## src/hw/rtc_calendar_pkg.sv

```systemverilog
// Constants, field layouts and carrier types for the BCD time and calendar counter.
// Assumes a 50 MHz reference clock and a crystal clock sampled as an ordinary input.
package rtc_calendar_pkg;

  // Register addresses on the internal register port
  localparam logic [3:0] ADDR_SECONDS = 4'h0;
  localparam logic [3:0] ADDR_MINUTES = 4'h1;
  localparam logic [3:0] ADDR_HOURS = 4'h2;
  localparam logic [3:0] ADDR_WEEKDAY = 4'h3;
  localparam logic [3:0] ADDR_DAY = 4'h4;
  localparam logic [3:0] ADDR_MONTH = 4'h5;
  localparam logic [3:0] ADDR_YEAR = 4'h6;
  localparam logic [3:0] ADDR_TRIM = 4'h7;

  // Implemented bits of each register; the rest read as zero
  localparam logic [7:0] MASK_SECONDS = 8'h7F;
  localparam logic [7:0] MASK_MINUTES = 8'h7F;
  localparam logic [7:0] MASK_HOURS = 8'h3F;
  localparam logic [7:0] MASK_WEEKDAY = 8'h07;
  localparam logic [7:0] MASK_DAY = 8'h3F;
  localparam logic [7:0] MASK_MONTH = 8'h1F;
  localparam logic [7:0] MASK_YEAR = 8'hFF;
  localparam logic [7:0] MASK_TRIM = 8'hFF;

  // Field positions
  localparam int HOUR_PM_BIT = 5;
  localparam int CRYSTAL_SELECT_BIT = 7;
  localparam int TRIM_DIRECTION_BIT = 6;
  localparam int TRIM_VALUE_LSB = 0;

  // Reset values after a power-up from zero volts
  localparam logic [7:0] RESET_TIME = 8'h00;
  localparam logic [7:0] RESET_DATE = 8'h01;
  localparam logic [7:0] RESET_TRIM = 8'h00;

  // BCD limits
  localparam logic [7:0] BCD_00 = 8'h00;
  localparam logic [7:0] BCD_01 = 8'h01;
  localparam logic [7:0] BCD_02 = 8'h02;
  localparam logic [7:0] BCD_04 = 8'h04;
  localparam logic [7:0] BCD_06 = 8'h06;
  localparam logic [7:0] BCD_09 = 8'h09;
  localparam logic [7:0] BCD_11 = 8'h11;
  localparam logic [7:0] BCD_12 = 8'h12;
  localparam logic [7:0] BCD_20 = 8'h20;
  localparam logic [7:0] BCD_23 = 8'h23;
  localparam logic [7:0] BCD_28 = 8'h28;
  localparam logic [7:0] BCD_29 = 8'h29;
  localparam logic [7:0] BCD_30 = 8'h30;
  localparam logic [7:0] BCD_31 = 8'h31;
  localparam logic [7:0] BCD_40 = 8'h40;
  localparam logic [7:0] BCD_59 = 8'h59;
  localparam logic [7:0] BCD_99 = 8'h99;
  localparam logic [2:0] WEEKDAY_LAST = 3'h6;

  // Crystal cycles per second
  localparam logic [15:0] CYCLES_32768 = 16'h8000;
  localparam logic [15:0] CYCLES_32000 = 16'h7D00;

  // Oscillator-halt detection: no crystal edge for this long sets the halt flag
  localparam int REF_PERIOD_NS = 20;
  localparam int OSC_TIMEOUT_NS = 100000;
  localparam int OSC_TIMEOUT_CYCLES = OSC_TIMEOUT_NS / REF_PERIOD_NS;

  // One register-port request
  typedef struct packed {
    logic wr;
    logic [3:0] addr;
    logic [7:0] data;
  } reg_req_t;

  // Complete time, calendar and trim state
  typedef struct packed {
    logic [7:0] seconds;
    logic [7:0] minutes;
    logic [7:0] hours;
    logic [7:0] weekday;
    logic [7:0] day;
    logic [7:0] month;
    logic [7:0] year;
    logic [7:0] trim;
  } calendar_t;

endpackage

```

## src/hw/bcd_time_calendar_counter.sv

```systemverilog
// BCD time-of-day and calendar counter with crystal trimming and oscillator-halt flag.
// Assumes a register port in the reference clock domain and a free-running crystal
// clock that is sampled by the reference clock.
`timescale 1ns/1ps

// Overview of operation
// RQ1 - Seconds count BCD 00 to 59; wrap from 59 carries into minutes.
// RQ2 - Minutes count BCD 00 to 59; wrap from 59 carries into hours.
// RQ3 - Hour rollover 11 p.m. to 12 a.m. or 23 to 00 advances day and weekday.
// RQ4 - Address 0 holds seconds tens in bits 6-4, units 3-0; bit 7 reads zero.
// RQ5 - Address 1 holds minutes tens in bits 6-4, units 3-0; bit 7 reads zero.
// RQ6 - Address 2 holds PM flag or hour tens bit 5, tens bit 4, units 3-0.
// RQ7 - After power-up digit fields are undefined; always-zero bits still read zero.
// RQ8 - Weekday advances by one on every carry from hours into the day.
// RQ9 - Weekday code counts modulo seven, Sunday 000 to Saturday 110.
// RQ10 - Address 3 holds weekday code in bits 2-0; upper bits read zero.
// RQ11 - Host never writes weekday code 111.
// RQ12 - Day counts 1 to 31, or 30 in short months, then wraps and carries.
// RQ13 - February wraps after 29 in leap years, after 28 otherwise.
// RQ14 - Month counts 1 to 12; wrap from 12 carries into the year.
// RQ15 - Year counts 00 to 99; every multiple of four is a leap year.
// RQ16 - Host replaces nonexistent time or date values with valid ones.
// RQ17 - Address 4 holds day tens in bits 5-4, units 3-0; bits 7-6 zero.
// RQ18 - Address 5 holds month tens in bit 4, units 3-0; bits 7-5 zero.
// RQ19 - Address 6 holds year tens in bits 7-4 and units in 3-0.
// RQ20 - Address 7 holds crystal select bit 7, trim 6-0; zero after power-up.
// RQ21 - Crystal select clear means 32.768 kHz, set means 32 kHz.
// RQ22 - A second takes 32768 or 32000 cycles; trim only at 00, 20, 40.
// RQ23 - Trim adds (value-1)*2 cycles, or subtracts (~value+1)*2 with direction set.
// RQ24 - Oscillator-halt flag records a stopped oscillator and invalid clock data.
// RQ25 - Twelve-hour mode uses bit 5 as PM, hours 12,1..11; else bit 5 is tens.
// RQ26 - Register writes load the counter directly; counting resumes at next tick.
module bcd_time_calendar_counter
  import rtc_calendar_pkg::*;
#(
  parameter int OSC_TIMEOUT = rtc_calendar_pkg::OSC_TIMEOUT_CYCLES,
  // Crystal cycles per second; a bench may shorten them to keep a run brief
  parameter logic [15:0] CYCLES_MAIN = rtc_calendar_pkg::CYCLES_32768,
  parameter logic [15:0] CYCLES_ALT = rtc_calendar_pkg::CYCLES_32000
)
(
  // Clock and reset
  input wire logic ref_clk_i,
  input wire logic rstn_i,
  // Crystal oscillator clock
  input wire logic osc_clk_i,
  // Register port
  input wire rtc_calendar_pkg::reg_req_t reg_req_i,
  output logic [7:0] rdata_o,
  // Control from the surrounding control logic
  input wire logic hour_mode_24_i,
  input wire logic osc_halt_clear_i,
  // Status
  output logic osc_halt_flag_o,
  output logic second_tick_o,
  output rtc_calendar_pkg::calendar_t time_o
);
  import rtc_calendar_pkg::*;

  localparam logic [15:0] TIMEOUT_CYCLES = 16'(OSC_TIMEOUT);

  // BCD increment with wrap from hi back to lo
  function automatic logic [7:0] bcd_step(input logic [7:0] v, input logic [7:0] lo,
                                          input logic [7:0] hi);
    logic [7:0] r;
    r = v;
    if (v == hi)
    begin
      r = lo;
    end
    else if (v[3:0] == 4'h9)
    begin
      r = {v[7:4] + 4'h1, 4'h0};
    end
    else
    begin
      r = {v[7:4], v[3:0] + 4'h1};
    end
    return r;
  endfunction

  // Next hour value in either display mode
  function automatic logic [7:0] hour_step(input logic [7:0] h, input logic mode24);
    logic [7:0] hr;
    logic [7:0] r;
    hr = {3'b000, h[4:0]};
    r = h;
    if (mode24)
    begin
      r = bcd_step(h, BCD_00, BCD_23);
    end
    else if (hr == BCD_12)
    begin
      r = {h[7:5], 5'h01};
    end
    else if (hr == BCD_11)
    begin
      r = {h[7:6], ~h[HOUR_PM_BIT], 5'h12};
    end
    else
    begin
      r = {h[7:5], 5'(bcd_step(hr, BCD_01, BCD_12))};
    end
    return r;
  endfunction

  // Leap year: BCD year divisible by four, 00 included
  function automatic logic is_leap(input logic [7:0] y);
    logic [1:0] rem;
    rem = y[1:0] + {y[4], 1'b0};
    return rem == 2'b00;
  endfunction

  // Last day of the month in BCD
  function automatic logic [7:0] month_last_day(input logic [7:0] m, input logic [7:0] y);
    logic [7:0] r;
    case (m)
      BCD_02: r = is_leap(y) ? BCD_29 : BCD_28;
      BCD_04, BCD_06, BCD_09, BCD_11: r = BCD_30;
      default: r = BCD_31;
    endcase
    return r;
  endfunction

  calendar_t cal_reg;
  calendar_t cal_next;
  calendar_t cal_count;
  logic osc_sync1_reg;
  logic osc_sync2_reg;
  logic osc_prev_reg;
  logic [15:0] div_reg;
  logic [15:0] div_next;
  logic [15:0] idle_reg;
  logic [15:0] idle_next;
  logic halt_reg;
  logic halt_next;
  logic [7:0] rdata_reg;
  logic [7:0] rdata_next;
  logic tick_reg;

  // Crystal edge detection on the synchronised copy
  wire osc_rise = osc_sync2_reg & ~osc_prev_reg;

  // Seconds length including trimming
  wire [5:0] trim_value = cal_reg.trim[TRIM_VALUE_LSB +: 6];
  wire trim_dir = cal_reg.trim[TRIM_DIRECTION_BIT];
  wire [15:0] base_cycles = cal_reg.trim[CRYSTAL_SELECT_BIT] ? CYCLES_ALT : CYCLES_MAIN; // RQ21
  wire [15:0] trim_add = {9'h000, trim_value - 6'h01, 1'b0}; // RQ23
  wire [15:0] trim_sub = {8'h00, 7'({1'b0, ~trim_value} + 7'h01), 1'b0}; // RQ23
  wire trim_noop = trim_value[5:1] == 5'h00;
  wire trim_second = (cal_reg.seconds == BCD_00) | (cal_reg.seconds == BCD_20)
                     | (cal_reg.seconds == BCD_40);
  wire trim_active = trim_second & ~trim_noop; // RQ22
  wire [15:0] trimmed_cycles = trim_dir ? base_cycles - trim_sub : base_cycles + trim_add;
  wire [15:0] second_cycles = trim_active ? trimmed_cycles : base_cycles; // RQ22
  // At or past the end, so shortening a second mid-count cannot send the divider round
  wire div_last = div_reg >= second_cycles - 16'h0001;
  wire tick = osc_rise & div_last;

  // Carry chain
  wire sec_carry = tick & (cal_reg.seconds == BCD_59); // RQ1
  wire min_carry = sec_carry & (cal_reg.minutes == BCD_59); // RQ2
  wire hour_at_end = hour_mode_24_i ? (cal_reg.hours == BCD_23)
                     : (cal_reg.hours == {2'b00, 1'b1, 5'h11});
  wire day_carry = min_carry & hour_at_end; // RQ3
  wire [7:0] last_day = month_last_day(cal_reg.month, cal_reg.year); // RQ12 RQ13
  wire month_carry = day_carry & (cal_reg.day == last_day);
  wire year_carry = month_carry & (cal_reg.month == BCD_12); // RQ14
  wire [2:0] weekday_now = cal_reg.weekday[2:0];
  // A stray code 111 falls back to Sunday; the host is expected never to write it
  wire [2:0] weekday_inc = (weekday_now == WEEKDAY_LAST) ? 3'h0 : weekday_now + 3'h1; // RQ9 RQ11

  // Writes
  wire wr = reg_req_i.wr;
  wire [3:0] waddr = reg_req_i.addr;
  wire [7:0] wdata = reg_req_i.data;

  // Counting, then register writes take precedence for the addressed field
  always_comb
  begin
    cal_count = cal_reg;
    if (tick)
    begin
      cal_count.seconds = bcd_step(cal_reg.seconds, BCD_00, BCD_59); // RQ1
    end
    if (sec_carry)
    begin
      cal_count.minutes = bcd_step(cal_reg.minutes, BCD_00, BCD_59); // RQ2
    end
    if (min_carry)
    begin
      cal_count.hours = hour_step(cal_reg.hours, hour_mode_24_i); // RQ25
    end
    if (day_carry)
    begin
      cal_count.day = bcd_step(cal_reg.day, BCD_01, last_day); // RQ12 RQ13
      cal_count.weekday = {5'h00, weekday_inc}; // RQ8
    end
    if (month_carry)
    begin
      cal_count.month = bcd_step(cal_reg.month, BCD_01, BCD_12); // RQ14
    end
    if (year_carry)
    begin
      cal_count.year = bcd_step(cal_reg.year, BCD_00, BCD_99); // RQ15
    end
  end

  always_comb
  begin
    cal_next = cal_count;
    if (wr)
    begin
      case (waddr)
        ADDR_SECONDS: cal_next.seconds = wdata & MASK_SECONDS; // RQ4 RQ26
        ADDR_MINUTES: cal_next.minutes = wdata & MASK_MINUTES; // RQ5 RQ26
        ADDR_HOURS: cal_next.hours = wdata & MASK_HOURS; // RQ6 RQ26
        ADDR_WEEKDAY: cal_next.weekday = wdata & MASK_WEEKDAY; // RQ10 RQ26
        ADDR_DAY: cal_next.day = wdata & MASK_DAY; // RQ17 RQ26
        ADDR_MONTH: cal_next.month = wdata & MASK_MONTH; // RQ18 RQ26
        ADDR_YEAR: cal_next.year = wdata & MASK_YEAR; // RQ19 RQ26
        ADDR_TRIM: cal_next.trim = wdata & MASK_TRIM; // RQ20
        default: cal_next = cal_count;
      endcase
    end
  end

  // Read mux; addresses above 7 read as zero
  always_comb
  begin
    case (reg_req_i.addr)
      ADDR_SECONDS: rdata_next = cal_reg.seconds & MASK_SECONDS; // RQ4
      ADDR_MINUTES: rdata_next = cal_reg.minutes & MASK_MINUTES; // RQ5
      ADDR_HOURS: rdata_next = cal_reg.hours & MASK_HOURS; // RQ6
      ADDR_WEEKDAY: rdata_next = cal_reg.weekday & MASK_WEEKDAY; // RQ10
      ADDR_DAY: rdata_next = cal_reg.day & MASK_DAY; // RQ17
      ADDR_MONTH: rdata_next = cal_reg.month & MASK_MONTH; // RQ18
      ADDR_YEAR: rdata_next = cal_reg.year & MASK_YEAR; // RQ19
      ADDR_TRIM: rdata_next = cal_reg.trim & MASK_TRIM; // RQ20
      default: rdata_next = 8'h00;
    endcase
  end

  // Second divider restarts on each tick
  assign div_next = osc_rise ? (div_last ? 16'h0000 : div_reg + 16'h0001) : div_reg;

  // Halt watchdog counts reference cycles without a crystal edge
  wire idle_expired = idle_reg == TIMEOUT_CYCLES;
  assign idle_next = osc_rise ? 16'h0000 : (idle_expired ? idle_reg : idle_reg + 16'h0001);

  // Set wins over a clear in the same cycle, so a stop is never missed
  assign halt_next = idle_expired | (halt_reg & ~osc_halt_clear_i); // RQ24

  // Crystal synchroniser; the first stage feeds only the second
  always_ff @(posedge ref_clk_i or negedge rstn_i)
  begin
    if (!rstn_i)
    begin
      osc_sync1_reg <= 1'b0;
      osc_sync2_reg <= 1'b0;
      osc_prev_reg <= 1'b0;
    end
    else
    begin
      osc_sync1_reg <= osc_clk_i;
      osc_sync2_reg <= osc_sync1_reg;
      osc_prev_reg <= osc_sync2_reg;
    end
  end

  // Power-up state: time and date fields are undefined to the host, trim reads zero
  always_ff @(posedge ref_clk_i or negedge rstn_i)
  begin
    if (!rstn_i)
    begin
      cal_reg <= '{seconds: RESET_TIME, minutes: RESET_TIME, hours: RESET_TIME,
                   weekday: RESET_TIME, day: RESET_DATE, month: RESET_DATE,
                   year: RESET_TIME, trim: RESET_TRIM}; // RQ7 RQ20
    end
    else
    begin
      cal_reg <= cal_next;
    end
  end

  // Second divider
  always_ff @(posedge ref_clk_i or negedge rstn_i)
  begin
    if (!rstn_i)
    begin
      div_reg <= 16'h0000;
    end
    else
    begin
      div_reg <= div_next;
    end
  end

  // Halt watchdog
  always_ff @(posedge ref_clk_i or negedge rstn_i)
  begin
    if (!rstn_i)
    begin
      idle_reg <= 16'h0000;
    end
    else
    begin
      idle_reg <= idle_next;
    end
  end

  // Power-up counts as a halt, so the host sees the data as invalid
  always_ff @(posedge ref_clk_i or negedge rstn_i)
  begin
    if (!rstn_i)
    begin
      halt_reg <= 1'b1; // RQ24
    end
    else
    begin
      halt_reg <= halt_next;
    end
  end

  always_ff @(posedge ref_clk_i or negedge rstn_i)
  begin
    if (!rstn_i)
    begin
      rdata_reg <= 8'h00;
    end
    else
    begin
      rdata_reg <= rdata_next;
    end
  end

  always_ff @(posedge ref_clk_i or negedge rstn_i)
  begin
    if (!rstn_i)
    begin
      tick_reg <= 1'b0;
    end
    else
    begin
      tick_reg <= tick;
    end
  end

  assign rdata_o = rdata_reg;
  assign osc_halt_flag_o = halt_reg;
  assign second_tick_o = tick_reg;
  assign time_o = cal_reg;

endmodule

```

## config.mk

```make
export PLATFORM = sky130hd
export DESIGN_NAME = bcd_time_calendar_counter
export DESIGN_NICKNAME = d
export VERILOG_FILES = /design/src/hw/rtc_calendar_pkg.sv /design/src/hw/bcd_time_calendar_counter.sv
export SDC_FILE = /design/constraint.sdc
export NUM_CORES = 1
export LEC_CHECK = 0
export ABC_AREA = 1
export BUFFER_PORTS_ARGS = -buffer_cell sky130_fd_sc_hd__buf_2
export CAP_MARGIN = 20
export CORE_MARGIN = 2
export CORE_UTILIZATION = 25
export DETAILED_ROUTE_END_ITERATION = 8
export GPL_TIMING_DRIVEN = 1
export PLACE_DENSITY = 0.39
export SYNTH_ARGS = -nofsm -noshare
export SYNTH_HDL_FRONTEND = slang
export SYNTH_SLANG_ARGS = --single-unit
```

## constraint.sdc

```tcl
create_clock -name ref_clk_i -period 4.55 [get_ports ref_clk_i]
set_input_delay 0.91 -clock ref_clk_i [delete_from_list [all_inputs] [get_ports ref_clk_i]]
set_output_delay 0.91 -clock ref_clk_i [all_outputs]
set_load 0.005 [all_outputs]
```

==> results of run 1 <==
-- through the flow --
| step | hold WS, ns | util [%] | setup slack [ns] | total power, W |
|---|---|---|---|---|
| after floorplan | 0.331 | - | 0.0150 | 0.00217 |
| after global placement | 0.347 | 30.8 | -0.328 | 0.00288 |
| after detailed placement | 0.360 | 30.8 | -0.322 | 0.00286 |
| after CTS | 0.370 | 32.5 | -0.0894 | 0.00389 |
| after global routing | 0.382 | 34.0 | -0.516 | 0.00421 |
| final | 0.365 | 34.0 | -0.117 | 0.00390 |
-- cells in the mapped netlist (15+ instances only) --
cell                      instances
sky130_fd_sc_hd__o22ai_1         24
sky130_fd_sc_hd__o21ai_0         68
sky130_fd_sc_hd__a21oi_1         64
sky130_fd_sc_hd__nor2_1          95
sky130_fd_sc_hd__xor2_1          20
sky130_fd_sc_hd__nand3_1         93
sky130_fd_sc_hd__nor3_1          31
sky130_fd_sc_hd__nand2_1        237
sky130_fd_sc_hd__dfrtp_1        106
sky130_fd_sc_hd__ha_1            51
sky130_fd_sc_hd__nand4_1         15
sky130_fd_sc_hd__inv_1          181
-- layout by cell type (no fill, tap or decap), types with 6 or more instances in the layout --
| master | netlist | routed |
|---|---|---|
| sky130_fd_sc_hd__nor2_4 | 4 | 17 |
| sky130_fd_sc_hd__o21ai_1 | 2 | 18 |
| sky130_fd_sc_hd__buf_6 | 0 | 11 |
| sky130_fd_sc_hd__buf_2 | 1 | 91 |
| sky130_fd_sc_hd__buf_4 | 1 | 97 |
| sky130_fd_sc_hd__nor2_1 | 95 | 83 |
| sky130_fd_sc_hd__xor2_1 | 20 | 19 |
| sky130_fd_sc_hd__nor4_1 | 6 | 6 |
| sky130_fd_sc_hd__nand2_1 | 237 | 223 |
| sky130_fd_sc_hd__clkbuf_16 | 0 | 10 |
| sky130_fd_sc_hd__nand2_2 | 10 | 19 |
| sky130_fd_sc_hd__nand3b_1 | 6 | 6 |
| sky130_fd_sc_hd__nand3_1 | 93 | 86 |
| sky130_fd_sc_hd__ha_1 | 51 | 49 |
| sky130_fd_sc_hd__o22ai_1 | 24 | 22 |
| sky130_fd_sc_hd__nand3_2 | 0 | 7 |
| sky130_fd_sc_hd__nor3_2 | 1 | 8 |
| sky130_fd_sc_hd__nand4_1 | 15 | 15 |
| sky130_fd_sc_hd__a21oi_1 | 64 | 58 |
| sky130_fd_sc_hd__nor2_2 | 9 | 8 |
| sky130_fd_sc_hd__dfrtp_1 | 106 | 105 |
| sky130_fd_sc_hd__nor3_1 | 31 | 22 |
| sky130_fd_sc_hd__o21ai_0 | 68 | 48 |
| sky130_fd_sc_hd__inv_1 | 181 | 171 |
| sky130_fd_sc_hd__a211oi_1 | 8 | 6 |
| sky130_fd_sc_hd__inv_2 | 4 | 11 |
-- repair_timing --
item | CTS | global route
cloned | 0 | 3
resized for setup | 35 | 94
pin swaps | 12 | 24
endpoints found under the hold margin | 0 | 0
setup endpoints to repair | 51 | 71
buffers inserted | 9 | 12
hold buffers | 0 | 0
-- report_power, final --
part | internal [W] | switching (W)
clock network | 0.000551 | 0.000427
registers | 0.00111 | 0.000187
logic | 0.000696 | 0.000928
total | 0.00236 | 0.00154
-- final cells by class --
class | instances | area, um^2
Clock buffer | 9 | 225
Clock inverter | 7 | 130
Fill cell | 3331 | 20200
Inverter | 186 | 712
Multi-Input combinational cell | 788 | 4680
Sequential cell | 109 | 2730
Tap cell | 396 | 495
Timing Repair Buffer | 205 | 1430
-- routing by layer --
metal / vias up / share of wire [%]
met3: 27 / 2.5
met4: 0 / 1.6
met5: - / 0
met2: 128 / 49
met1: 3737 / 47
li1: 4021 / -
-- critical path: cells and delay by family, from the launching register on --
| family | cells | cell delay [ns] |
|---|---|---|
| xor+xnor | 1 | 0.12 |
| buf+inv | 4 | 0.49 |
| flops | 1 | 0.39 |
| compound gates | 3 | 0.33 |
| fa+ha+maj | 3 | 0.71 |
| simple gates | 21 | 2.51 |
-- kinds of logic (layout without fill, tap and decap cells) --
logic type	Yosys count	in the layout	synth area share, %
XOR/XNOR	24	24	2.71
AND/OR/NAND/NOR	519	519	29.9
buffers and inverters	199	407	9.70
flip-flops	109	109	35.2
adder cells (fa/ha/maj)	51	51	8.23
AO/OA/AOI/OAI	194	194	14.2
-- path summary, 6_finish.rpt --
path	end	slack [ns]	cells after the start
hold reg to reg	osc_sync2_reg	0.36	0
max in group asynchronous	time_o[24]	2.88	2
setup reg to reg	time_o[11]	-0.12	32
min in group asynchronous	idle_reg[2]	0.64	1
hold / removal	osc_sync2_reg	0.36	0
setup / recovery	time_o[11]	-0.12	32
==> run summary, run 1 <==
In this run the cell area measured after placement is 0.00942 mm^2. At the worst endpoint, the arrival time is 4.94 ns. Row generation in the floorplan step produced 64 rows. For the global-route wire length before repair, the log shows 42600 um. For this configuration, the core starts out at a cell density of 25.4%. For the total wire length, the log shows 27100 um.

The cell area that synthesis handed to floorplanning was 0.00775 mm^2. In the global route stage, met1 resource usage came out at 21.6%. The logs give 0 for the count of final hold-check violations and 40.3% for the worst slew margin relative to its limit. The logs give 4.82 ns for the data required time at the worst endpoint and -1.91 ns for the sum of negative setup slack. The logs give 0.0306 mm^2 for the area inside the core boundary and 0.0324 mm^2 for the area enclosed by the die boundary.

The repair_antennas step left the layout with diodes totalling 0. In the routed layout, each cell is associated on average with a via count of 4.65. The checks that failed: setup timing.

Derived from the worst setup path, the maximum achievable clock frequency is 214 MHz. The tools report the clock root buffer as sky130_fd_sc_hd__clkbuf_16. The run gives 1700 as the count of placed standard cells in the final layout, fillers left out. The H-tree was split into 3 levels. The die boundary height is 180 um, and the post-route DRC violation count is 0. VDD sags by at most 0.179 mV. The minimum clock period was 4.67 ns; the share of synthesized flip-flops with an asynchronous set or reset was 100%.

The final layout net count was 1368; the maximum number of pins on one net before global-route repair was 62. The clock passes through at most 2 buffers. Launching instance or port of the critical path: time_o[1].

Sequential elements use 35.2% of the synthesized area. The leakage power figure was 5.22 nW. Cells with a size suffix above 1 make up 25.4% of the layout.

The run gives 7699 as the number of global-route vias before repair. In this run the worst hold path is classified as reg2reg. The logs give 47 for the number of unique standard cell types used by synthesis and 0 for the remaining number of nets flagged by the antenna check after routing.

After clock tree synthesis, the clock-pin slew on the worst setup and hold paths is 0.09 ns. The count of buffers from port buffering is 91, and the later-pin clock latency in the skew report is 0.37 ns. The critical path is of the reg2reg type.

For the number of antenna violations at the first check in global routing, the log shows 0. The post-layout worst setup margin came out at -0.117 ns. The number of violations reported at the end of detailed-routing iteration 0 is 397, and the overall routing resource usage is 16.5%. The final cell area excluding filler cells is 0.0104 mm^2, and the flip-flop count of the largest register, all copies and words added is 64. Counting every sink on the clock net gives 109. Counting flops with a built-in enable in the synthesized netlist gives 0. STA classifies the critical path startpoint as a register. The cell that appears most often on the critical path is sky130_fd_sc_hd__nor2_4. The number of top-level design ports is 92. In this run, CTS created clock tree buffers numbering 9. In the final routed layout, each cell accounts on average for 15.9 um. The post-route clock period utilization is 103%. The floorplan step set the die width to 180 um.

Global routing consumed, on the met3 layer, 2.16% of the routing resources. Setup repair after global routing could not meet its margin everywhere. The Yosys step of the flow raised 0 warnings. The mean cell area of the mapped netlist was 7.08 um^2.

From synthesis to final layout, the design area changed by 34.1%. After technology mapping, the gate count stands at 1096. Max-cap violations in this run came to 0. In the global route stage, met2 resource usage came out at 28.8%.

For the total congestion overflow, the log shows 0. The cell type of the slowest stage on the worst timing path was sky130_fd_sc_hd__dfrtp_1. The number of vias in the routed layout is 7913. The worst setup path is captured at a register.

The run finished, with violations left. The largest area contributor in the synthesized netlist was sky130_fd_sc_hd__dfrtp_1. For the pin with the worst max-slew slack, the measured transition is 0.895 ns. The detailed-routing iteration count for the pre-antenna-repair pass is 5, and the final count of negative-setup-slack endpoints is 29. The post-synthesis net count is 1165, and the final count of pins violating max slew is 0.

At the end of routability-driven placement, the weighted congestion stood at 0.823. Maximum cell stage delay along the critical path: 0.39 ns. met2 is the most crowded layer. The predominant post-synthesis flop cell is sky130_fd_sc_hd__dfrtp_1. The placed instance count was 1660. Number of register bits inferred by synthesis: 109. After synthesis, the largest area contributor takes up 34.2% of total cell area. Ranked by total cell area, the synthesized netlist is headed by sky130_fd_sc_hd__dfrtp_1 34%, sky130_fd_sc_hd__nand2_1 11%, sky130_fd_sc_hd__inv_1 8.8%, sky130_fd_sc_hd__ha_1 8.2%, sky130_fd_sc_hd__nand3_1 6.0%. In this run the worst path has a maximum fanout of 6. Dividing total power by cell area gives a power density of 375 mW/mm^2. The critical hold path startpoint was osc_sync1_reg.

The run gives 21200 um as the estimated wirelength of the detail-placed design. The tools report the setup skew after layout as 0.0205 ns. TritonCTS built the clock tree. The tools report the critical register-to-register path startpoint as time_o[1].
Power figures use the tool's default switching activity.
==> run 2: changes to the inputs <==
--- a/constraint.sdc
+++ b/constraint.sdc
@@ -3,2 +3,2 @@
 set_output_delay 0.91 -clock ref_clk_i [all_outputs]
-set_load 0.005 [all_outputs]
+set_load 0.05 [all_outputs]
==> run 2 against run 1 <==
- critical path type unchanged
- maximum frequency grew 1.1%
- critical endpoint is now time_o[8]
- largest power group unchanged
- clock power shrank 17%
- largest cell class unchanged
- highest routed layer unchanged
- first-iteration DRC count is 22% higher
- the flow still finishes with violations (setup timing)
==> run summary, run 2 (synthesized netlist as in run 1, its figures left out) <==
Sum of negative setup slack: -0.724 ns (was -1.91 ns). The number of global-route vias before repair is 7704 (was 7699). The tools report the clock root buffer as sky130_fd_sc_hd__clkbuf_16 (unchanged). The count of placed standard cells in the final layout, fillers left out was 1695 (was 1700); the number of top-level design ports was 92 (unchanged). Total wire length: 26300 um (was 27100 um). The critical hold path startpoint is osc_sync1_reg (unchanged). The most common library cell in the layout ignoring fill and taps is sky130_fd_sc_hd__nand2_1 (unchanged). Minimum clock period: 4.62 ns (was 4.67 ns). The critical register-to-register path startpoint is time_o[1] (unchanged).

The slack of the worst reg-to-reg path was -0.07 ns (was -0.12 ns). The class of the most critical hold timing path was reg2reg (unchanged). Endpoint of the worst hold path: osc_sync2_reg (unchanged). The worst reg-to-reg path cell count is 35 (was 32), and the flip-flop count of the largest register, all copies and words added is 64 (unchanged). The run gives 0 (unchanged) as the final count of pins violating max slew.

The area enclosed by the die boundary is 0.0324 mm^2 (unchanged), and the ratio of cells with drive above 1 in the final layout is 26.2% (was 25.4%). The hold path depth came out at 0 (unchanged). TritonCTS built the clock tree. Top library cells by usage in the layout, fill and taps aside: 216 x sky130_fd_sc_hd__nand2_1, 171 x sky130_fd_sc_hd__inv_1, 102 x sky130_fd_sc_hd__dfrtp_1 (was 223 x sky130_fd_sc_hd__nand2_1, 171 x sky130_fd_sc_hd__inv_1, 105 x sky130_fd_sc_hd__dfrtp_1).

The estimated wirelength of the detail-placed design is 20600 um (was 21200 um). The cell type of the slowest stage on the worst timing path is sky130_fd_sc_hd__dfrtp_2 (was sky130_fd_sc_hd__dfrtp_1). The total congestion overflow was 0 (unchanged); the hold slack was 0.357 ns (was 0.365 ns). The tools report the post-route DRC violation count as 0 (unchanged). For the setup skew after layout, the log shows 0.0137 ns (was 0.0205 ns). The tools report the overall routing resource usage as 16.3% (was 16.5%). The number of violations reported at the end of detailed-routing iteration 0 was 485 (was 397); the post-detailed-route wirelength per cell was 15.5 um (was 15.9 um). The logs give 66 (was 62) for the maximum number of pins on one net before global-route repair and 5 (unchanged) for the detailed-routing iteration count for the pre-antenna-repair pass.

The transition at the pin with the smallest max-transition slack works out to 0.910 ns (was 0.895 ns). The number of clock sinks was 109 (unchanged). The biggest fanout along the worst timing path was 6 (unchanged); the later-pin clock latency in the skew report was 0.37 ns (about the same). The maximum buffer depth of the clock tree is 2 (unchanged). The category of the worst setup path capture point was a register (unchanged). The total power is 0.00418 W (was 0.00390 W), and the maximum cell stage delay along the critical path is 0.42 ns (was 0.39 ns). Setup repair after global routing could not meet its margin everywhere. The count of buffers from port buffering is 91 (unchanged). The number of cell rows was 64 (unchanged).

The tools report the launching instance or port of the critical path as time_o[1] (unchanged). Cell repeated most along the worst path: sky130_fd_sc_hd__nand2_2 (was sky130_fd_sc_hd__nor2_4). The post-layout worst setup margin was -0.0655 ns (was -0.117 ns); the x dimension of the die was 180 um (unchanged). The logs give 25.4% (unchanged) for the starting density of the core and 0 (unchanged) for the number of antenna violations at the first check in global routing. The average vias per placed instance came out at 4.59 (was 4.65).

The number of vias in the routed layout came out at 7787 (was 7913). Violated checks: setup timing (unchanged). The run gives -0.373 ns (was -0.322 ns) as the post-placement setup slack.

The logs give 0 (unchanged) for the remaining number of nets flagged by the antenna check after routing and 0 (unchanged) for the count of final hold-check violations. The logs give 42500 um (was 42600 um) for the global-route wire length before repair and 0.187 mV (was 0.179 mV) for the worst vdd rail ir drop. The post-synthesis to final-layout area growth works out to 32.4% (was 34.1%).

The signal arrival time at the worst endpoint is 4.89 ns (was 4.94 ns). Data required time at the worst endpoint: 4.82 ns (about the same). The final layout net count is 1362 (was 1368).

The capture instance of the worst register-to-register path is time_o[8] (was time_o[11]). Post-route clock period utilization: 101% (was 103%). Maximum level of the CTS H-tree: 3 (unchanged). The achievable frequency was 217 MHz (was 214 MHz); the power density relative to cell area was 407 mW/mm^2 (was 375 mW/mm^2). The final count of negative-setup-slack endpoints was 22 (was 29); the die boundary height was 180 um (unchanged). The leakage power figure came out at 5.15 nW (was 5.22 nW). For the TritonCTS buffer count, the log shows 9 (unchanged). The worst slew margin relative to its limit came out at 39.3% (was 40.3%). The flow ran to the end, but the final reports show violations. The type of element launching the critical path was a register (unchanged). For the placed instance count, the log shows 1655 (was 1660). The tools report the area inside the core boundary as 0.0306 mm^2 (unchanged). The run gives 0.844 (was 0.823) as the placer's final routability congestion estimate. The register clock-pin slew on the reported worst setup and hold paths is 0.09 ns (about the same), and the count of max-cap constraint violations is 0 (unchanged).

The startpoint-to-endpoint class of the critical path was reg2reg (unchanged).
## run 2: worst max-delay path: cells and delay by family (launching register included)
family	cells	cell delay [ns]
fa+ha+maj	2	0.53
buf+inv	7	0.75
simple gates	24	2.61
flops	1	0.42
compound gates	2	0.21
## run 2: final cells by class
class | instances | area (um^2)
Antenna cell | 1 | 2.50
Clock buffer | 9 | 225
Clock inverter | 7 | 70.1
Fill cell | 3350 | 20300
Inverter | 186 | 711
Multi-Input combinational cell | 788 | 4700
Sequential cell | 109 | 2740
Tap cell | 396 | 495
Timing Repair Buffer | 199 | 1330
## run 2: metal layers
layer / GRT usage (%) / share of wire [%]
met4: 5.16 / 1.9
met5: 0 / 0
met2: 26.9 / 47
met3: 3.05 / 4.0
met1: 21.7 / 47
## run 2: what timing repair did
action,CTS,global route
setup buffers,11,11
setup endpoints to repair,62,72
pin swaps,6,16
cloned,1,0
hold buffers,0,0
resized for setup,42,79
endpoints found under the hold margin,0,0
## run 2: per-stage QoR
stage          instance area [um^2]  util, %
2_1_floorplan                  7850        -
3_3_place_gp                   9390     30.7
3_5_place_dp                   9390     30.7
4_1_cts                        9940     32.5
5_1_grt                       10300     33.6
6_report                      10300     33.6
## run 2: worst max path at each step
stage,to,depth (start not counted)
floorplan,time_o[12],36
global placement,time_o[15],35
detailed placement,time_o[15],35
CTS,time_o[22],36
global route,time_o[14],35
finish,time_o[8],35
## run 2: power by group
part	internal, W	switching (W)
clock	0.000386	0.000424
combinational	0.000731	0.00132
sequential	0.00111	0.000205
